File: config.mk
export PLATFORM = sky130hd
export DESIGN_NAME = rivp_vector_gen
export DESIGN_NICKNAME = d
export VERILOG_FILES = /design/src/verilog/rivp_pkg.sv /design/src/verilog/rivp_prio_enc.sv /design/src/verilog/rivp_vector_gen.sv
export VERILOG_INCLUDE_DIRS = /design/src /design/src/verilog
export SDC_FILE = /design/constraint.sdc
export NUM_CORES = 1
export LEC_CHECK = 0
export BUFFER_PORTS_ARGS = -buffer_cell sky130_fd_sc_hd__clkbuf_2
export CORE_MARGIN = 3
export CORE_UTILIZATION = 41
export DETAILED_ROUTE_END_ITERATION = 10
export PLACE_DENSITY = 0.74
export SYNTH_ARGS = -nofsm -noshare
export SYNTH_HDL_FRONTEND = slang
export SYNTH_SLANG_ARGS = --single-unit
File: constraint.sdc
create_clock -name clock_in -period 2.45 [get_ports clock_in]
set_input_delay 0.3675 -clock clock_in [delete_from_list [all_inputs] [get_ports clock_in]]
set_output_delay 0.3675 -clock clock_in [all_outputs]
set_load 0.005 [all_outputs]
File: src/verilog/rivp_consts.svh
// rivp_consts.svh: numeric constants of the reset and vector placement block
// assumes: included by bare name wherever the numbers below are needed
`ifndef RIVP_CONSTS_SVH
`define RIVP_CONSTS_SVH

// ----------------------------------------------------------------------
// table shape
// ----------------------------------------------------------------------
`define RIVP_NUM_VECTORS   26
`define RIVP_NUM_IRQ       25
`define RIVP_ADDR_W        12
`define RIVP_OFS_W         5

// ----------------------------------------------------------------------
// default placement
// ----------------------------------------------------------------------
`define RIVP_RESET_ADDR    12'h000
`define RIVP_VEC_START     12'h001
`define RIVP_BOOT_ADDR_DEF 12'hc00

// ----------------------------------------------------------------------
// boot reset fuse encoding and reset values
// ----------------------------------------------------------------------
`define RIVP_FUSE_UNPROG   1'b1
`define RIVP_FUSE_PROG     1'b0
`define RIVP_FUSE_RST      1'b1
`define RIVP_SYNC_RST      3'h7

`endif

File: src/verilog/rivp_pkg.sv
// rivp_pkg: types of the reset and vector placement block
// assumes: nothing beyond a SystemVerilog compiler
package rivp_pkg;

  // ----------------------------------------------------------------------
  // vector sources, each coded with its table offset
  // ----------------------------------------------------------------------
  typedef enum logic [4:0] {
    rivp_src_reset                 = 5'h00,
    rivp_src_external_request_zero = 5'h01,
    rivp_src_external_request_one  = 5'h02,
    rivp_src_pin_change_group_zero = 5'h03,
    rivp_src_pin_change_group_one  = 5'h04,
    rivp_src_pin_change_group_two  = 5'h05,
    rivp_src_watchdog_timeout      = 5'h06,
    rivp_src_tmr2_cmp_a            = 5'h07,
    rivp_src_tmr2_cmp_b            = 5'h08,
    rivp_src_tmr2_ovf              = 5'h09,
    rivp_src_tmr1_capture          = 5'h0a,
    rivp_src_tmr1_cmp_a            = 5'h0b,
    rivp_src_tmr1_cmp_b            = 5'h0c,
    rivp_src_tmr1_ovf              = 5'h0d,
    rivp_src_tmr0_cmp_a            = 5'h0e,
    rivp_src_tmr0_cmp_b            = 5'h0f,
    rivp_src_tmr0_ovf              = 5'h10,
    rivp_src_spi_transfer_complete = 5'h11,
    rivp_src_uart_rx_complete      = 5'h12,
    rivp_src_tx_data_empty         = 5'h13,
    rivp_src_uart_tx_complete      = 5'h14,
    rivp_src_converter_complete    = 5'h15,
    rivp_src_eeprom_ready          = 5'h16,
    rivp_src_analog_comparator     = 5'h17,
    rivp_src_two_wire_serial       = 5'h18,
    rivp_src_program_store_ready   = 5'h19
  } rivp_src_t;

endpackage : rivp_pkg

File: src/verilog/rivp_prio_enc.sv
// rivp_prio_enc: lowest-index-first priority encoder
// assumes: requests are on the same clock as the user; purely combinational
`timescale 1ns/10ps
module rivp_prio_enc #(
  parameter int N  = 25,
  parameter int IW = 5
) (
  // request vector
  input  wire logic [N-1:0]  req_in,
  // result
  output logic               any_out,
  output logic [IW-1:0]      idx_out
);

  // ----------------------------------------------------------------------
  // one-hot winner by a carry chain
  // ----------------------------------------------------------------------
  logic [N:0]   seen;   // some lower bit already requested
  logic [N-1:0] win;    // one-hot winner

  assign seen[0] = 1'b0;

  genvar g;
  generate
    for (g = 0; g < N; g++)
    begin : g_chain
      assign win[g]    = req_in[g] & ~seen[g];
      assign seen[g+1] = seen[g] | req_in[g];
    end
  endgenerate

  assign any_out = seen[N];

  // fold the one-hot winner into its index
  always_comb
  begin
    idx_out = '0;
    for (int i = 0; i < N; i++)
      if (win[i])
        idx_out = IW'(i);
  end

endmodule : rivp_prio_enc

File: src/verilog/rivp_vector_gen.sv
// rivp_vector_gen: reset address and interrupt vector address generation
// assumes: requests and the vector select bit come from logic on clock_in;
// the boot reset fuse is a level from outside and is synchronised here
//
// Behaviour
// - 26 vectors; reset entry defaults to 0x000
// - externals 0x001/0x002, pin-change 0x003-0x005, watchdog 0x006
// - second 8-bit timer at 0x007-0x009
// - 16-bit timer at 0x00a-0x00d
// - first 8-bit timer at 0x00e-0x010
// - serial transfer 0x011, uart 0x012-0x014
// - converter, eeprom, comparator, two-wire, store 0x015-0x019
// - programmed fuse: reset at boot reset address
// - select bit set: vectors moved by boot start
// - reset by fuse only, table by select only
// - fuse 1 unprogrammed, 0 programmed
`include "rivp_consts.svh"
`timescale 1ns/10ps
module rivp_vector_gen #(
  parameter int                      ADDR_W    = `RIVP_ADDR_W,
  parameter int                      NUM_IRQ   = `RIVP_NUM_IRQ,
  parameter logic [`RIVP_ADDR_W-1:0] BOOT_ADDR = `RIVP_BOOT_ADDR_DEF
) (
  // clock and reset
  input  wire logic                 clock_in,
  input  wire logic                 rst_b_in,
  // configuration
  input  wire logic                 boot_reset_select_fuse_in,
  input  wire logic                 vector_select_bit_in,
  // peripheral requests, bit k is vector number k+2
  input  wire logic [NUM_IRQ-1:0]   irq_req_in,
  // towards the core
  output logic [ADDR_W-1:0]         reset_addr_out,
  output logic                      irq_pending_out,
  output logic [ADDR_W-1:0]         irq_vector_addr_out,
  output rivp_pkg::rivp_src_t       irq_source_out
);
  import rivp_pkg::*;

  // ----------------------------------------------------------------------
  // fuse synchroniser and filter
  // ----------------------------------------------------------------------
  logic [2:0] fuse_sync_q;   // three-stage synchroniser
  logic       fuse_q;        // accepted fuse level
  logic       fuse_d;
  wire        fuse_agree = (fuse_sync_q[1] == fuse_sync_q[2]);

  // take the new level only once stages two and three agree
  assign fuse_d = fuse_agree ? fuse_sync_q[2] : fuse_q;

  // synchroniser chain and filtered fuse register
  always_ff @(posedge clock_in)
  begin
    if (!rst_b_in)
    begin
      fuse_sync_q <= `RIVP_SYNC_RST;
      fuse_q      <= `RIVP_FUSE_RST;
    end
    else
    begin
      fuse_sync_q <= {fuse_sync_q[1:0], boot_reset_select_fuse_in};
      fuse_q      <= fuse_d;
    end
  end

  // ----------------------------------------------------------------------
  // reset address selection
  // ----------------------------------------------------------------------
  logic [ADDR_W-1:0] reset_addr_d;

  // fuse alone picks the reset target
  assign reset_addr_d = (fuse_q == `RIVP_FUSE_UNPROG)
                      ? ADDR_W'(`RIVP_RESET_ADDR)
                      : BOOT_ADDR;

  // ----------------------------------------------------------------------
  // vector selection
  // ----------------------------------------------------------------------
  logic                  win_any;    // some request pending
  logic [4:0]            win_idx;    // lowest pending request bit
  logic [4:0]            win_ofs;    // table offset of the winner
  logic [ADDR_W-1:0]     table_base; // start of the table, the reset slot at offset 0
  logic [ADDR_W-1:0]     vec_addr_d;

  // lowest bit wins
  rivp_prio_enc #(
    .N  (NUM_IRQ),
    .IW (5)
  ) u_prio (
    .req_in  (irq_req_in),
    .any_out (win_any),
    .idx_out (win_idx)
  );

  // request bit k sits at table offset k+1
  assign win_ofs    = 5'(win_idx + 5'h01);
  // select bit alone moves the table base
  assign table_base = vector_select_bit_in ? BOOT_ADDR
                                           : ADDR_W'(0);
  assign vec_addr_d = ADDR_W'(table_base + {{(ADDR_W-5){1'b0}}, win_ofs});

  // registered answer to the core, refreshed every cycle
  always_ff @(posedge clock_in)
  begin
    if (!rst_b_in)
    begin
      reset_addr_out      <= ADDR_W'(`RIVP_RESET_ADDR);
      irq_pending_out     <= 1'b0;
      irq_vector_addr_out <= ADDR_W'(`RIVP_VEC_START);
      irq_source_out      <= rivp_src_reset;
    end
    else
    begin
      reset_addr_out      <= reset_addr_d;
      irq_pending_out     <= win_any;
      irq_vector_addr_out <= vec_addr_d;
      irq_source_out      <= win_any ? rivp_src_t'(win_ofs)
                                     : rivp_src_reset;
    end
  end
endmodule : rivp_vector_gen

==> flow_summary.ini, run 1 <==
[synth]
ys.flop_type = dfxtp_1
async_flop_share_pct = 0
synth.distinct_cells = 31
yosysSeqAreaShare_pct = 36.4
synth_top_area_share_pct = 36.4
synth_warnings = 0
synthesis.area_sq_um = 935
synth-seq-cells = 17
yosys.area.top_type = dfxtp_1
synthCells = 109
synth_edf_count = 0
ys_top_cells_by_area = dfxtp_1 36%, buf_4 14%, nor2_1 6.0%
avgSynthCellArea_sq_um = 8.57

[critical_path]
worstPathRequired_ps = 2620
worst-setup-path-type = input port to register
cp.arrival_ps = 2020
start_kind = input port
crit_path_max_fanout = 7
end_kind = register

[floorplanning]
fp.dieArea_sq_mm = 0.00289
ios = 59
start_util_pct = 45.3
rows = 16
die_height_microns = 53.7
core_area_sq_mm = 0.00206
die_width_microns = 53.7

[layout]
area_growth_pct = 21.6
multi_input_area_sq_um = 493
postLayoutCoreUtil_pct = 55.1
diodes = 0
nFillCells = 207
regArea_sq_um = 340
nNetsFinal = 184
final_cell_area_sq_mm = 0.00114
drive_above_1_share_pct = 34.0

[timing]
fin_worst_skew_ps = 1.41
worstMarginPinSlew_ps = 504
slew_headroom_pct = 66.1
min_period_ps = 1850
setup_tns_ps = 0
drv_slew = 0
post-route-period-util_pct = 75.5
rsz0062_at_grt = no
finalHoldViolCount = 0
setup-violations-final = 0
clock.fmax_mhz = 540

[drt]
wire_per_inst_microns = 10.5
vias_per_cell = 4.85
wl_mm = 1.89
ant_nets = 0
firstDrtPassIters = 4
remaining_drc_errors = 0
drt_iter0_markers = 13
num_vias = 873

[clock_network]
clkTransAtPathRegs_ps = 90
cts.sinks = 17
cts_buffers = 3
htree_levels = 1
clk_latency_ps = 280
cts_buffer_depth = 2
ctsHoldBuffers = 0
cts_tree = yes
cts_resized = 0
cts-root-buf = clkbuf_4
cts_setup_buffers = 0

[place]
numPortBuffers = 43
place_congestion = 0.766
postPlaceCellArea_sq_mm = 0.00111
hpwl_mm = 1.68

[global_route]
overflow = 0
antenna_found_initial = 0
grt_pass1_vias = 756
grt_max_degree = 11
grt_pass1_wl_mm = 2.96
gr-usage-all-layers_pct = 14.2

[run_status]
status = finished clean

[flow_run]
cap_violations = 0

[power_and_ir_drop]
peakVddDrop_v = 0.000212
power_density_mw_per_mm2 = 458
power_leakage_uw = 0.000543
total_power_uw = 520

[worst_hold_path]
min_path_type = input port to register
-- synth_stat cells (3+ instances only) --
cell type and number:
o31ai_1 4, nor2_1 15, buf_4 17, nor3_1 4, a21oi_1 5, a31oi_1 3
nand2_1 4, dfxtp_1 17, nor4_1 4, nand2b_1 4, inv_1 7
-- power breakdown --
group / total, uW / switching, uW / internal (uW)
registers: 289 / 3.03 / 286
clock network: 141 / 80.8 / 60.7
logic: 89.4 / 50.3 / 39.0
total: 520 / 134 / 386
-- logic make-up (layout without fill, tap and decap cells) --
logic type / after synthesis / count (layout) / share of synthesized area [%]
AOI/OAI and AO/OA: 23 / 23 / 17.0
adders and majority gates: 1 / 1 / 1.34
DFF: 17 / 17 / 36.4
buffers and inverters: 24 / 54 / 16.5
other: 1 / 15 / 0.401
xor gates and xnor gates: 1 / 1 / 0.937
and+or+nand+nor: 42 / 42 / 27.4
-- metal layers --
layer  wire length [microns]  GRT usage, %  share of wire (%)
met5                       0             0                  0
met4                      22          7.66                1.2
met3                     155          3.60                8.2
met2                     975          25.0                 52
met1                     732          15.3                 39
-- cells in the final DEF (no fill, tap or decap) --
cell,synthesis,final
nand2_1,4,4
nor3_1,4,4
a2111o_1,1,1
clkbuf_4,0,3
o311ai_1,1,1
o21bai_1,1,1
a221oi_1,1,1
and2_1,2,2
o31ai_1,4,4
clkbuf_2,0,43
o21ai_1,1,1
conb_1,1,15
a221o_2,1,1
xnor2_1,1,1
nor4_1,4,4
dfxtp_1,17,17
a211oi_1,2,2
inv_1,7,7
nor2_1,15,15
ha_1,1,1
nor4_4,2,2
nand2_2,1,1
or4_1,1,1
nor4b_1,1,1
nor2b_1,2,2
clkinv_2,0,1
o21ai_0,2,2
a21boi_1,1,1
nand2b_1,4,4
and4bb_1,1,1
a21oi_1,5,5
nor4_2,1,1
a31oi_1,3,3
-- flip-flops by register name, summed over array words and instances (netlist names) --
register / cells
irq_vector_addr_out: 6
irq_source_out: 5
fuse_sync_q: 3
fuse_q: 1
irq_pending_out: 1
reset_addr_out: 1
-- final cells by class --
cell class | count | share of cell area, %
multi-input cells | 82 | 43.4
clock inverters | 1 | 0.441
repair buffers | 43 | 18.9
flip-flops and latches | 17 | 30.0
inverters | 7 | 2.31
clock buffers | 3 | 1.98
well taps | 27 | 2.97
-- per-stage QoR --
step | hold WS [ps] | cells | worst slack [ps]
floorplan | 386 | 123 | 571
global placement | 397 | 176 | 367
detailed placement | 397 | 176 | 289
CTS | 259 | 180 | 601
global route | 249 | 180 | 488
finish | 263 | 180 | 599
-- final timing paths --
path / start / end / slack, ps / cells after the start
max reg2reg: fuse_sync_q[1] / fuse_q / 1780 / 2
min reg2reg: fuse_sync_q[0] / fuse_sync_q[1] / 410 / 1
max: irq_req_in[2] / irq_source_out[1] / 600 / 8
min: boot_reset_select_fuse_in / fuse_sync_q[0] / 260 / 2
-- critical path, stage by stage --
cell and delay, ps:
clkbuf_2 110, nor4_4 330, nand2_2 150, and4bb_1 350
a221o_2 200, ha_1 230, and2_1 160, nor2b_1 120
Note: power is estimated with default switching activity, not from simulation.
==> inputs of run 2 (changes only) <==
==> constraint.sdc (replaced) <==
create_clock -name clock_in -period 1.9 [get_ports clock_in]
set_input_delay 0.285 -clock clock_in [delete_from_list [all_inputs] [get_ports clock_in]]
set_output_delay 0.285 -clock clock_in [all_outputs]
set_load 0.005 [all_outputs]
==> run 2 against run 1 <==
  * Largest power group unchanged
  * Sequential cell count stayed put
  * Final cell count up 6.7%
  * Global-route usage fell by 0.30 points
  * Critical path depth down 1
  * Utilization is 4.3 points higher
  * First-iteration DRC count is 7.7% lower
  * Clock power increased by 24%
  * Register-to-register slack got worse by 560 ps
  * Total power grew 30%
  * Wire length increased by 3.6%
  * Sequential share of layout area is 2.2 points lower
==> flow_summary.ini, run 2 (synthesis gave the netlist of run 1 again) <==
[run_status]
status = finished clean

[global_route]
grt_pass1_vias = 811
overflow = 0
antenna_found_initial = 0
grt_pass1_wl_mm = 3.02
grt_max_degree = 10
gr-usage-all-layers_pct = 13.9

[layout]
drive_above_1_share_pct = 38.2
nFillCells = 196
largestRegisters = irq_vector_addr_out (6), irq_source_out (5), fuse_sync_q (3)
nNetsFinal = 196
layout_commonest_cell = clkbuf_2
postLayoutCoreUtil_pct = 59.4
largest_register_ffs = 6
area_growth_pct = 31.1
layout_common_cells = 43 x clkbuf_2, 17 x dfxtp_1, 15 x nor2_1, 15 x conb_1, 12 x buf_4
regMostFlops = irq_vector_addr_out
diodes = 0

[timing]
post-route-period-util_pct = 88.7
whs_ps = 196
setup_slack_ps = 215
clock.fmax_mhz = 594
fin_worst_skew_ps = 1.41
rsz0062_at_grt = no
min_period_ps = 1680
drv_slew = 0
finalHoldViolCount = 0
setup-violations-final = 0

[floorplanning]
die_width_microns = 53.7
start_util_pct = 45.3
fp.dieArea_sq_mm = 0.00289
rows = 16
die_height_microns = 53.7
core_area_sq_mm = 0.00206
ios = 59

[clock_network]
cts-root-buf = clkbuf_4
cts_resized = 0
cts.sinks = 17
clk_latency_ps = 270
cts_buffers = 3
ctsHoldBuffers = 0
cts_buffer_depth = 2
htree_levels = 1
cts_setup_buffers = 0
clkTransAtPathRegs_ps = 80
cts_tree = yes

[worst_hold_path]
min_to = fuse_sync_q[0]
min_path_type = input port to register
hold_depth = 2
hold_start = boot_reset_select_fuse_in

[place]
numPortBuffers = 43
pre_cts_slack_ps = -81.0
place_congestion = 0.788
hpwl_mm = 1.79

[drt]
remaining_drc_errors = 0
drt_iter0_markers = 12
vias_per_cell = 4.70
firstDrtPassIters = 4
ant_nets = 0
wl_mm = 1.95
wire_per_inst_microns = 10.2
num_vias = 902

[critical_path]
reg2regPathDepth = 2
cp.arrival_ps = 1840
rrSetupSlack_ps = 1220
crit_path_max_fanout = 3
worstReg2RegEnd = fuse_q
start_kind = input port
worst-setup-path-type = input port to register
r2r_start = fuse_q
end_kind = register
worstPathRequired_ps = 2060

[power_and_ir_drop]
power_density_mw_per_mm2 = 552
peakVddDrop_v = 0.000342
power_leakage_uw = 0.000599

[flow_run]
cap_violations = 0
==> run 2: changes by cell type in the layout (fill, tap and decap cells not counted), sizes merged <==
cell	previous run	this run
buf	0	12
clkbuf	46	47
clkinv	1	0
==> run 2: cell type report <==
class,instances,area (sq um),area share (%)
repair buffers,55,305,24.9
clock buffers,4,26.3,2.15
multi-input cells,82,493,40.2
inverters,7,26.3,2.15
well taps,27,33.8,2.76
flip-flops and latches,17,340,27.8
==> run 2: how the worst max path moves through the flow <==
stage / start / endpoint
final: irq_req_in[12] / irq_source_out[1]
after global routing: irq_req_in[12] / irq_source_out[1]
after CTS: irq_req_in[12] / irq_source_out[1]
after detailed placement: irq_req_in[2] / irq_source_out[1]
after global placement: irq_req_in[12] / irq_source_out[1]
after floorplan: irq_req_in[2] / irq_source_out[1]
==> run 2: routing by layer <==
layer	up-vias	wire (microns)	GRT usage, %
li1	470	-	-
met1	396	765	14.4
met2	34	1040	27.6
met3	2	138	2.49
met4	0	8	3.83
met5	-	0	0
==> run 2: worst max-delay path: stages <==
cell      delay (ps)
clkbuf_2         100
nor4_1           400
nand2_1          140
o311ai_1         340
ha_1             290
and2_1           160
nor2b_1          120
==> run 2: report_power, final <==
| part | leakage [uW] | internal (uW) | switching, uW |
|---|---|---|---|
| clock network | 0.0000150 | 81.3 | 93.5 |
| logic | 0.000445 | 60.5 | 67.9 |
| registers | 0.000139 | 369 | 3.69 |
==> run 2: per-stage QoR <==
step                      instances  TNS (ps)  total power [uW]  cell area [sq um]
after floorplan                 123         0               452                987
after global placement          188     -17.2               506               1200
after detailed placement        188     -81.0               510               1200
after CTS                       192         0               685               1220
after global routing            192         0               721               1220
final                           192         0               676               1220
